[config.mk]
export PLATFORM = sky130hd
export DESIGN_NAME = asr_top
export DESIGN_NICKNAME = d
export VERILOG_FILES = /design/src/asr_pkg.sv /design/src/asr_clkgen.sv /design/src/asr_sync.sv /design/src/asr_top.sv
export SDC_FILE = /design/constraint.sdc
export NUM_CORES = 1
export LEC_CHECK = 0
export BUFFER_PORTS_ARGS = -buffer_cell sky130_fd_sc_hd__buf_2
export CORE_ASPECT_RATIO = 0.7
export CORE_UTILIZATION = 51
export CTS_CLUSTER_DIAMETER = 100
export DETAILED_ROUTE_END_ITERATION = 12
export PLACE_DENSITY_LB_ADDON = 0.2
export SLEW_MARGIN = 20
export SYNTH_ARGS = -nofsm -noshare
export SYNTH_HDL_FRONTEND = slang
export SYNTH_SLANG_ARGS = --single-unit
[constraint.sdc]
create_clock -name CLK_SYS_I -period 8.4 [get_ports CLK_SYS_I]
set_input_delay 0 -clock CLK_SYS_I [delete_from_list [all_inputs] [get_ports CLK_SYS_I]]
set_output_delay 0 -clock CLK_SYS_I [all_outputs]
set_load 0.005 [all_outputs]
[src/asr_pkg.sv]
// Purpose: shared constants and types for the audio serial receive block
// Assumes: APB with 32-bit data, one word per register
// Notes: size codes 0..4 stand for 32, 24, 20, 16 and 8 bits
package asr_pkg;
  // Register byte offsets
  localparam logic [11:0] REG_CFG = 12'h000;
  localparam logic [11:0] REG_CTRL = 12'h004;
  localparam logic [11:0] REG_DATA = 12'h008;
  localparam logic [11:0] REG_LEVEL = 12'h00C;
  localparam logic [11:0] REG_LIMIT = 12'h010;
  localparam logic [11:0] REG_RIS = 12'h014;
  localparam logic [11:0] REG_IM = 12'h018;
  localparam logic [11:0] REG_MIS = 12'h01C;
  localparam logic [11:0] REG_STAT = 12'h020;
  // Frame formats
  localparam logic [1:0] FMT_STANDARD = 2'h0;
  localparam logic [1:0] FMT_LEFT_JUSTIFIED = 2'h1;
  localparam logic [1:0] FMT_RIGHT_JUSTIFIED = 2'h2;
  // Packing modes
  localparam logic [1:0] MODE_DUAL = 2'h0;
  localparam logic [1:0] MODE_COMPACT16 = 2'h1;
  localparam logic [1:0] MODE_COMPACT8 = 2'h2;
  localparam logic [1:0] MODE_MONO = 2'h3;
  // Size codes
  localparam logic [2:0] SIZE_32 = 3'h0;
  localparam logic [2:0] SIZE_24 = 3'h1;
  localparam logic [2:0] SIZE_20 = 3'h2;
  localparam logic [2:0] SIZE_16 = 3'h3;
  localparam logic [2:0] SIZE_8 = 3'h4;
  // Field positions and reset values
  localparam int CFG_W = 13;
  localparam logic [CFG_W-1:0] CFG_RST = 13'h0000;
  localparam logic [4:0] LIMIT_RST = 5'h10;
  localparam int FLAG_ERR = 0;
  localparam int FLAG_REQ = 1;
  // FIFO geometry: pairs held, level counts two per pair
  localparam int FIFO_PAIRS = 8;
  localparam logic [3:0] FIFO_FULL_PAIRS = 4'h8;
  // Clock generation
  localparam logic [3:0] MCLK_INT_DIV = 4'h1;
  localparam logic [3:0] SCLK_HALF_TICKS = 4'h1;
  localparam logic [5:0] BITCNT_MAX = 6'h3F;

  // Receive configuration word
  typedef struct packed {
    logic mclk_ext;
    logic [2:0] wire_size;
    logic [2:0] sample_size;
    logic master;
    logic [1:0] mode;
    logic sclk_invert;
    logic [1:0] fmt;
  } asr_cfg_t;

  // One stored left-right pair
  typedef struct packed {
    logic [31:0] right;
    logic [31:0] left;
  } asr_pair_t;

  // Synchronised link pins
  typedef struct packed {
    logic mclk;
    logic sclk;
    logic lrclk;
    logic sd;
  } asr_link_t;

  // Bits per size code
  function automatic logic [5:0] size_bits(input logic [2:0] code);
    case (code)
      SIZE_24: size_bits = 6'h18;
      SIZE_20: size_bits = 6'h14;
      SIZE_16: size_bits = 6'h10;
      SIZE_8: size_bits = 6'h08;
      default: size_bits = 6'h20;
    endcase
  endfunction
endpackage

[src/asr_clkgen.sv]
// Purpose: bit clock and word clock generator for clock master mode
// Assumes: tick_i is a one-cycle master clock enable
// Notes: word clock turns on a falling bit clock edge
`timescale 1ns/1ps
module asr_clkgen
  import asr_pkg::*;
(
  // Clock and reset
  input wire logic clk_i,
  input wire logic rst_i,
  // Control
  input wire logic tick_i,
  input wire logic run_i,
  input wire logic [5:0] wire_bits_i,
  // Generated clocks
  output logic sclk_o,
  output logic lrclk_o
);
  logic [3:0] div;
  logic [5:0] bitcnt;

  // Divide the master clock and frame the words
  always_ff @(posedge clk_i or posedge rst_i) begin
    if (rst_i) begin
      div <= '0;
      bitcnt <= '0;
      sclk_o <= 1'b0;
      lrclk_o <= 1'b0;
    end else if (!run_i) begin
      div <= '0;
      bitcnt <= '0;
      sclk_o <= 1'b0;
      lrclk_o <= 1'b0;
    end else if (tick_i) begin
      if (div == SCLK_HALF_TICKS - 4'h1) begin
        div <= '0;
        sclk_o <= ~sclk_o;
        if (sclk_o) begin
          if (bitcnt == wire_bits_i - 6'h01) begin
            bitcnt <= '0;
            lrclk_o <= ~lrclk_o;
          end else begin
            bitcnt <= bitcnt + 6'h01;
          end
        end
      end else begin
        div <= div + 4'h1;
      end
    end
  end
endmodule

[src/asr_sync.sv]
// Purpose: two-stage synchroniser for the link pins
// Assumes: inputs are asynchronous to CLK_SYS_I
// Notes: only the second stage is visible outside
`timescale 1ns/1ps
module asr_sync
  import asr_pkg::*;
(
  // Clock and reset
  input wire logic clk_i,
  input wire logic rst_i,
  // Pins
  input wire asr_link_t pin_i,
  output asr_link_t sync_o
);
  asr_link_t meta;

  // Two flip-flops per pin
  always_ff @(posedge clk_i or posedge rst_i) begin
    if (rst_i) begin
      meta <= '0;
      sync_o <= '0;
    end else begin
      meta <= pin_i;
      sync_o <= meta;
    end
  end
endmodule

[src/asr_top.sv]
// Purpose: audio serial receiver with pair FIFO behind an APB slave
// Assumes: link pins asynchronous, sampled by CLK_SYS_I at 25 MHz
// Notes: level counts two per stored pair, less one after a half read
// Overview of operation
// - Standard, left-justified and right-justified framing are selectable.
// - A setting inverts the bit clock edge used for sampling.
// - Dual, 16-bit compact, 8-bit compact and mono packing exist.
// - The block either drives both link clocks or follows them.
// - Bits kept per sample: 32, 24, 20, 16 or 8.
// - Bits per wire word: 32, 24, 20, 16 or 8, independently.
// - Dual mode reads alternate channels, left first.
// - 16-bit compact read: left in low half, right in high half.
// - 8-bit compact read: left bits 7..0, right 15..8, rest zero.
// - Mono reads return one sample each.
// - Empty is visible; a read when empty removes nothing.
// - Level adds two per pair, and two per mono sample.
// - Level is readable, normally even, from 0 to 16.
// - A left read without its right makes the level odd.
// - While disabled nothing is captured; an enable bit controls this.
// - The service threshold reads back as written.
// - A service request stands while level exceeds the threshold.
// - Error and request flags are maskable, read raw and masked.
// - Master clock source is internal or an external pin.
`timescale 1ns/1ps
module asr_top
  import asr_pkg::*;
(
  // Clock and reset
  input wire logic CLK_SYS_I,
  input wire logic SYS_RST_I,
  // APB slave
  input wire logic PSEL_I,
  input wire logic PENABLE_I,
  input wire logic PWRITE_I,
  input wire logic [11:0] PADDR_I,
  input wire logic [31:0] PWDATA_I,
  output logic [31:0] PRDATA_O,
  output logic PREADY_O,
  output logic PSLVERR_O,
  // Serial link
  input wire logic MCLK_EXT_I,
  input wire logic SD_I,
  input wire logic SCLK_I,
  output logic SCLK_O,
  output logic SCLK_OE_N_O,
  input wire logic LRCLK_I,
  output logic LRCLK_O,
  output logic LRCLK_OE_N_O,
  // Service request for DMA
  output logic RX_REQ_O
);
  typedef enum logic [1:0] {ST_IDLE, ST_ALIGN, ST_RUN} asr_state_t;

  asr_cfg_t cfg;
  logic rx_enable;
  logic [4:0] limit;
  logic [1:0] irq_mask;
  logic rx_error_flag;
  logic rx_service_request_flag;
  asr_link_t link_pins;
  asr_link_t link;
  logic gen_sclk;
  logic gen_lrclk;
  logic [3:0] mdiv;
  logic mclk_prev;
  logic mclk_tick;
  logic sclk_prev;
  logic eff_sclk;
  logic eff_lrclk;
  logic bit_edge;
  asr_state_t state;
  logic lr_prev;
  logic [5:0] cnt;
  logic [31:0] shreg;
  logic take;
  logic [31:0] word;
  logic [31:0] sample;
  logic [31:0] left_hold;
  logic have_left;
  logic push_q;
  asr_pair_t push_data;
  asr_pair_t fifo [FIFO_PAIRS];
  logic [2:0] wr_ptr;
  logic [2:0] rd_ptr;
  logic [3:0] npairs;
  logic half;
  logic empty;
  logic full;
  logic [4:0] level;
  asr_pair_t head;
  logic [31:0] data_word;
  logic acc;
  logic wr_acc;
  logic rd_acc;
  logic pop;
  logic err_set;
  logic err_clr;
  logic mapped;
  logic [31:0] next_rdata;
  logic [5:0] wire_bits;
  logic [5:0] smp_bits;

  // Mask of the low n bits of a word
  function automatic logic [31:0] low_mask(input logic [5:0] n);
    low_mask = (n >= 6'h20) ? 32'hFFFFFFFF : ((32'h00000001 << n) - 32'h00000001);
  endfunction

  // Re-size a wire word to the kept sample size, MSB aligned
  function automatic logic [31:0] fit(input logic [31:0] w, input logic [5:0] wb, input logic [5:0] sb);
    if (sb <= wb) begin
      fit = w >> (wb - sb);
    end else begin
      fit = (w << (sb - wb)) & low_mask(sb);
    end
  endfunction

  assign wire_bits = size_bits(cfg.wire_size);
  assign smp_bits = size_bits(cfg.sample_size);

  // Pin synchroniser
  assign link_pins = '{mclk: MCLK_EXT_I, sclk: SCLK_I, lrclk: LRCLK_I, sd: SD_I};

  asr_sync u_sync (
    .clk_i(CLK_SYS_I),
    .rst_i(SYS_RST_I),
    .pin_i(link_pins),
    .sync_o(link)
  );

  // Master clock tick from the internal divider or the external pin
  always_ff @(posedge CLK_SYS_I or posedge SYS_RST_I) begin
    if (SYS_RST_I) begin
      mdiv <= '0;
      mclk_prev <= 1'b0;
    end else begin
      mdiv <= (mdiv == MCLK_INT_DIV - 4'h1) ? 4'h0 : mdiv + 4'h1;
      mclk_prev <= link.mclk;
    end
  end

  assign mclk_tick = cfg.mclk_ext ? (link.mclk & ~mclk_prev) : (mdiv == MCLK_INT_DIV - 4'h1);

  // Clock generation in master mode
  asr_clkgen u_clkgen (
    .clk_i(CLK_SYS_I),
    .rst_i(SYS_RST_I),
    .tick_i(mclk_tick),
    .run_i(rx_enable & cfg.master),
    .wire_bits_i(wire_bits),
    .sclk_o(gen_sclk),
    .lrclk_o(gen_lrclk)
  );

  // Pin drivers: enables low while driving
  always_ff @(posedge CLK_SYS_I or posedge SYS_RST_I) begin
    if (SYS_RST_I) begin
      SCLK_OE_N_O <= 1'b1;
      LRCLK_OE_N_O <= 1'b1;
      SCLK_O <= 1'b0;
      LRCLK_O <= 1'b0;
    end else begin
      SCLK_OE_N_O <= ~(cfg.master & rx_enable);
      LRCLK_OE_N_O <= ~(cfg.master & rx_enable);
      // Gated with the enable term so a released pin never shows a high clock
      SCLK_O <= gen_sclk & cfg.master & rx_enable;
      LRCLK_O <= gen_lrclk & cfg.master & rx_enable;
    end
  end

  // Sampling clock and its active edge
  assign eff_sclk = (cfg.master ? gen_sclk : link.sclk) ^ cfg.sclk_invert;
  assign eff_lrclk = cfg.master ? gen_lrclk : link.lrclk;
  assign bit_edge = eff_sclk & ~sclk_prev;

  // Which bits of a half frame belong to the word
  always_comb begin
    take = 1'b0;
    // A standard frame as long as the word carries its last bit in the word clock change slot
    word = (((cfg.fmt == FMT_STANDARD) && (cnt == wire_bits)) ? {shreg[30:0], link.sd} : shreg)
      & low_mask(wire_bits);
    unique case (cfg.fmt)
      FMT_STANDARD: take = (eff_lrclk != lr_prev) ? 1'b0 : (cnt >= 6'h01 && cnt <= wire_bits);
      FMT_LEFT_JUSTIFIED: take = (eff_lrclk != lr_prev) ? 1'b1 : (cnt < wire_bits);
      default: take = 1'b1;
    endcase
    sample = fit(word, wire_bits, smp_bits);
  end

  // Deserialiser: finalises a channel at each word clock change
  always_ff @(posedge CLK_SYS_I or posedge SYS_RST_I) begin
    if (SYS_RST_I) begin
      state <= ST_IDLE;
      sclk_prev <= 1'b0;
      lr_prev <= 1'b0;
      cnt <= '0;
      shreg <= '0;
      left_hold <= '0;
      have_left <= 1'b0;
      push_q <= 1'b0;
      push_data <= '0;
    end else begin
      sclk_prev <= eff_sclk;
      push_q <= 1'b0;
      if (!rx_enable) begin
        state <= ST_IDLE;
        have_left <= 1'b0;
      end else if (bit_edge) begin
        unique case (state)
          ST_IDLE: begin
            lr_prev <= eff_lrclk;
            state <= ST_ALIGN;
          end
          ST_ALIGN: begin
            if (eff_lrclk != lr_prev) begin
              state <= ST_RUN;
            end
          end
          ST_RUN: begin
            if (eff_lrclk != lr_prev) begin
              if ((cfg.fmt == FMT_STANDARD) ? ~lr_prev : lr_prev) begin
                left_hold <= sample;
                have_left <= (cfg.mode != MODE_MONO);
                if (cfg.mode == MODE_MONO) begin
                  push_q <= 1'b1;
                  push_data <= '{right: 32'h00000000, left: sample};
                end
              end else if (have_left) begin
                push_q <= 1'b1;
                push_data <= '{right: sample, left: left_hold};
                have_left <= 1'b0;
              end
            end
          end
          default: state <= ST_IDLE;
        endcase
        if (eff_lrclk != lr_prev) begin
          lr_prev <= eff_lrclk;
          cnt <= 6'h01;
          shreg <= take ? {31'h00000000, link.sd} : 32'h00000000;
        end else begin
          cnt <= (cnt == BITCNT_MAX) ? cnt : cnt + 6'h01;
          shreg <= take ? {shreg[30:0], link.sd} : shreg;
        end
      end
    end
  end

  // FIFO status and the word presented to a read
  assign empty = (npairs == 4'h0);
  assign full = (npairs == FIFO_FULL_PAIRS);
  assign level = {npairs, 1'b0} - {4'h0, half};
  assign head = fifo[rd_ptr];

  always_comb begin
    data_word = 32'h00000000;
    if (!empty) begin
      unique case (cfg.mode)
        MODE_DUAL: data_word = half ? head.right : head.left;
        MODE_COMPACT16: data_word = {head.right[15:0], head.left[15:0]};
        MODE_COMPACT8: data_word = {16'h0000, head.right[7:0], head.left[7:0]};
        default: data_word = head.left;
      endcase
    end
  end

  // APB access decode
  assign acc = PSEL_I & PENABLE_I & PREADY_O;
  assign wr_acc = acc & PWRITE_I & mapped;
  assign rd_acc = acc & ~PWRITE_I & mapped;
  assign pop = rd_acc & (PADDR_I == REG_DATA) & ~empty & ((cfg.mode != MODE_DUAL) | half);

  // Pair storage with write and read pointers
  always_ff @(posedge CLK_SYS_I) begin
    if (push_q && !full) begin
      fifo[wr_ptr] <= push_data;
    end
  end

  always_ff @(posedge CLK_SYS_I or posedge SYS_RST_I) begin
    if (SYS_RST_I) begin
      wr_ptr <= '0;
      rd_ptr <= '0;
      npairs <= '0;
      half <= 1'b0;
    end else begin
      if (push_q && !full) begin
        wr_ptr <= wr_ptr + 3'h1;
      end
      if (pop) begin
        rd_ptr <= rd_ptr + 3'h1;
      end
      npairs <= npairs + {3'h0, push_q & ~full} - {3'h0, pop};
      if (rd_acc && PADDR_I == REG_DATA && !empty && cfg.mode == MODE_DUAL) begin
        half <= ~half;
      end else if (cfg.mode != MODE_DUAL) begin
        half <= 1'b0;
      end
    end
  end

  // Flags: error is sticky, request follows the level
  assign err_set = push_q & full;
  assign err_clr = wr_acc & (PADDR_I == REG_RIS) & PWDATA_I[FLAG_ERR];

  always_ff @(posedge CLK_SYS_I or posedge SYS_RST_I) begin
    if (SYS_RST_I) begin
      rx_error_flag <= 1'b0;
      rx_service_request_flag <= 1'b0;
      RX_REQ_O <= 1'b0;
    end else begin
      rx_error_flag <= err_set | (rx_error_flag & ~err_clr);
      rx_service_request_flag <= (level > limit);
      RX_REQ_O <= (level > limit) & irq_mask[FLAG_REQ];
    end
  end

  // Control registers written by software
  always_ff @(posedge CLK_SYS_I or posedge SYS_RST_I) begin
    if (SYS_RST_I) begin
      cfg <= CFG_RST;
      rx_enable <= 1'b0;
      limit <= LIMIT_RST;
      irq_mask <= '0;
    end else if (wr_acc) begin
      unique case (PADDR_I)
        REG_CFG: cfg <= PWDATA_I[CFG_W-1:0];
        REG_CTRL: rx_enable <= PWDATA_I[0];
        REG_LIMIT: limit <= PWDATA_I[4:0];
        REG_IM: irq_mask <= PWDATA_I[1:0];
        default: ;
      endcase
    end
  end

  // Read multiplexer and address map
  always_comb begin
    mapped = 1'b1;
    next_rdata = 32'h00000000;
    unique case (PADDR_I)
      REG_CFG: next_rdata = {19'h00000, cfg};
      REG_CTRL: next_rdata = {31'h00000000, rx_enable};
      REG_DATA: next_rdata = data_word;
      REG_LEVEL: next_rdata = {27'h0000000, level};
      REG_LIMIT: next_rdata = {27'h0000000, limit};
      REG_RIS: next_rdata = {30'h00000000, rx_service_request_flag, rx_error_flag};
      REG_IM: next_rdata = {30'h00000000, irq_mask};
      REG_MIS: next_rdata = {30'h00000000, {rx_service_request_flag, rx_error_flag} & irq_mask};
      REG_STAT: next_rdata = {30'h00000000, full, empty};
      default: mapped = 1'b0;
    endcase
  end

  // APB handshake: one wait cycle, read data captured with ready
  always_ff @(posedge CLK_SYS_I or posedge SYS_RST_I) begin
    if (SYS_RST_I) begin
      PREADY_O <= 1'b0;
      PSLVERR_O <= 1'b0;
      PRDATA_O <= '0;
    end else if (PSEL_I && PENABLE_I && !PREADY_O) begin
      PREADY_O <= 1'b1;
      PSLVERR_O <= ~mapped;
      PRDATA_O <= PWRITE_I ? 32'h00000000 : next_rdata;
    end else begin
      PREADY_O <= 1'b0;
      PSLVERR_O <= 1'b0;
    end
  end
endmodule
==> impl_results.md <==
- Status: complete, no violations
- Register area: 21300 µm²
- Synth Area in Adders: 0.0179
- Clk sinks: 749
- Non-filler cells, final: 3248
- Pint: 5.81 mW
- Post-synthesis compound-gate area fraction: 0.0950
- Fmax: 0.198 GHz
- Flop pwr share: 0.540
- Sequential element share of the synthesized area: 0.653
- Slew Limit Fails: 0
- Setup TNS: 0 ps
- Core ar.: 63200 µm²
- Num ports: 92
- H-tree depth: 3
- Post-synth EDFFs: 512
- Syn_area_per_cell: 14.5 µm²
- Post-synth cell types: 86
- Port bufs: 72
- Antenna cells: 0
- Largest family of logic cells by synthesized area: multiplexers
- Largest net degree at the start of global routing: 128
- Setup violations, final: 0
- Fin. Hold Viols: 0
- CP max FO: 29
- Drt first pass iters: 5
- Root Driver: clkbuf_16
- Fraction of layout cells with a size suffix above 1: 0.182
- Syn. warnings: 0
- Static Leak: 12.6 nW
- Vias in the first global route: 20300
- FFs w/ async S/R, synth: 0.316
- Pwr Density: 197 nW/µm²
- Placed cells: 3072
- GRT Util Overall: 0.267
- Clock power frac: 0.451
- Xor/xnor cell area share of the yosys netlist: 0.00855
- Area Overhead vs Synth: 12.7%
- Clock skew: 24.9 ps
- Final Cycle Share: 0.602
- Switching portion of total power: 0.198
- DIE AREA: 65000 µm²
- Final GP Congestion: 0.943
- CP Launch Type: flip-flop
- VDD IR max: 0.183 mV
- Worst-path clk slew: 60 ps
- #FFs+latches synth: 749
- Multi-input logic area: 10700 µm²
- Initial Utilization: 0.517
- WS Path Type: flip-flop to flip-flop
- Worst hold path type: input port to flip-flop
- DRT antenna net count: 0
- Logic gate share of total power: 0.009
- Worst Setup End Kind: flip-flop
- Detailed Route Iter0 Violations: 2419
- Dpl cell area: 34000 µm²
- Die width: 304 µm
- Clk_lat worst skew: 630 ps
- Detailed placement HPWL: 52700 µm
- Die height: 214 µm
- Primary FF master, synth: edfxtp_1
- Final instance area: 36800 µm²
- GRT overflow: 0
- Drt wl/cell: 26.1 µm
- Slew HR: 0.134
- CTS tree: built
- Via count: 20300
- Post-Synth Simple-Gate Area: 0.0733
- Final net count: 2459
- WP data required: 8850 ps
- Tightest Pin Transition: 1300 ps
- Unrepaired setup endpoints after global routing: no
- # rows: 77
- Max Buffers Root-to-Sink: 3
- Max_cap viols: 0
- Cts bufs inserted: 71
- Fillers: 4899
- Post-CTS setup buffers: 0
- Sw Pwr: 1.43 mW
- Cell Area, Synth: 32600 µm²
- Minimum clock period: 5060 ps
- Mux cell area share after synthesis: 0.130
- Initial antenna violation count: 1
- Residual DRC: 0
- WP data arrival: 5500 ps
- Total Wirelength: 84600 µm
- Post-Synthesis Cells: 2255
- First-pass GRT wire length: 129000 µm
- Via/cell ratio: 6.26
==> stage by stage <==
| stage | power, mW | util | hold WS, ps | setup slack, ps |
|---|---|---|---|---|
| floorplan | 4.02 | - | 31.4 | 1900 |
| global placement | 4.04 | 0.537 | 109 | 3620 |
| detailed placement | 4.04 | 0.537 | 112 | 3560 |
| CTS | 7.30 | 0.582 | 8.66 | 3530 |
| global route | 7.45 | 0.582 | 32.9 | 3180 |
| finish | 7.25 | 0.582 | 32.5 | 3340 |
==> cell usage in the layout, fill, tap and decap left out, drive strengths merged, types with 13 or more instances in the layout <==
| cell | Yosys | final |
|---|---|---|
| nor3 | 29 | 29 |
| nor2 | 146 | 146 |
| edfxtp | 512 | 512 |
| mux2 | 47 | 47 |
| clkinv | 0 | 18 |
| a22oi | 40 | 40 |
| buf | 43 | 112 |
| o22ai | 42 | 42 |
| or2 | 14 | 14 |
| clkbuf | 82 | 101 |
| o22a | 17 | 17 |
| xor2 | 15 | 15 |
| nor2b | 13 | 13 |
| nand2 | 202 | 202 |
| dlygate4sd3 | 0 | 45 |
| and3 | 15 | 15 |
| xnor2 | 16 | 16 |
| mux2i | 83 | 83 |
| dfrtp | 235 | 235 |
| a21oi | 82 | 82 |
| nor4 | 16 | 16 |
| mux4 | 128 | 128 |
| inv | 46 | 49 |
| a211oi | 13 | 13 |
| nand3 | 22 | 22 |
| o31ai | 13 | 13 |
| o21ai | 169 | 169 |
| nand2b | 19 | 19 |
| ha | 42 | 42 |
==> synth_stat cells (15+ instances only) <==
master    instances  area [µm²]
edfxtp_1        512       15400
dfrtp_1         235        5880
nand2_1         201         754
o21ai_0         157         786
nor2_1          146         548
mux4_2          128        2880
mux2i_1          83         831
clkbuf_1         82         308
a21oi_1          79         395
inv_1            46         173
mux2_2           46         518
ha_1             42         526
o22ai_1          42         263
a22oi_1          40         300
buf_2            29         145
nor3_1           27         135
nand3_1          22         110
nand2b_1         19         119
o22a_1           17         149
xnor2_1          15         131
xor2_1           15         131
==> metal layers <==
layer  vias to the layer above  GRT usage  share of wire
met5                         -          0              0
met3                       143     0.0489          0.084
li1                       8891          -              -
met1                     10400      0.397           0.45
met4                         0     0.0787          0.026
met2                       874      0.406           0.45
==> logic make-up (layout without fill, tap and decap cells) <==
kind of cell | after synthesis | after routing
AOI/OAI and AO/OA | 483 | 483
xor gates and xnor gates | 31 | 31
adders and majority gates | 45 | 45
buffers and inverters | 171 | 334
DFF | 749 | 749
muxes | 258 | 258
other | 1 | 2
and+or+nand+nor | 517 | 517
==> final timing paths <==
kind,from,end,slack (ps),depth (start not counted)
max in group asynchronous,SYS_RST_I,left_hold[18],6140,5
min in group asynchronous,SYS_RST_I,irq_mask[1],50,3
worst max register to register,cfg[9],push_data[0],3340,11
worst max-delay path,cfg[9],push_data[0],3340,11
worst min-delay path,LRCLK_I,u_sync.meta[1],30,2
worst min register to register,u_sync.meta[0],u_sync.sync_o[0],340,0
==> critical path: stages (launching register included) <==
cell      delay (ps)
dfrtp_1          510
or3b_4           550
nand2_2          280
ha_1             200
nand3_1          190
nor2_4           830
mux2i_1          690
nor3_1           100
or2_1            280
o21a_1           170
a211oi_1         840
o21ai_0          210
==> layout make-up <==
class,count,area share
flip-flops and latches,749,0.580
well taps,829,0.0282
inverters,46,0.00490
clock inverters,30,0.0102
repair buffers,157,0.0309
clock buffers,101,0.0541
multi-input cells,1336,0.292
==> flip-flops by register name, indices dropped and copies added, names as in the netlist, 5 cells and up <==
| name | count |
|---|---|
| PRDATA_O | 32 |
| u_clkgen.bitcnt | 6 |
| shreg | 32 |
| fifo | 512 |
| cnt | 6 |
| cfg | 13 |
| push_data | 64 |
| left_hold | 32 |
| limit | 5 |
==> power groups by stage <==
stage                     registers [mW]  clock network [mW]  logic [mW]
after CTS                           3.91                3.32      0.0664
after detailed placement            3.99                   0      0.0542
final                               3.91                3.27      0.0664
after floorplan                     3.99                   0      0.0281
after global routing                3.91                3.46      0.0737
after global placement              3.99                   0      0.0528
==> timing repair <==
item                                   4_1_cts  5_1_grt
setup endpoints to repair                    0        0
hold buffers                                45        0
gates resized for setup                      0        0
endpoints found under the hold margin      156        0
(Power assumes the default switching activity.)
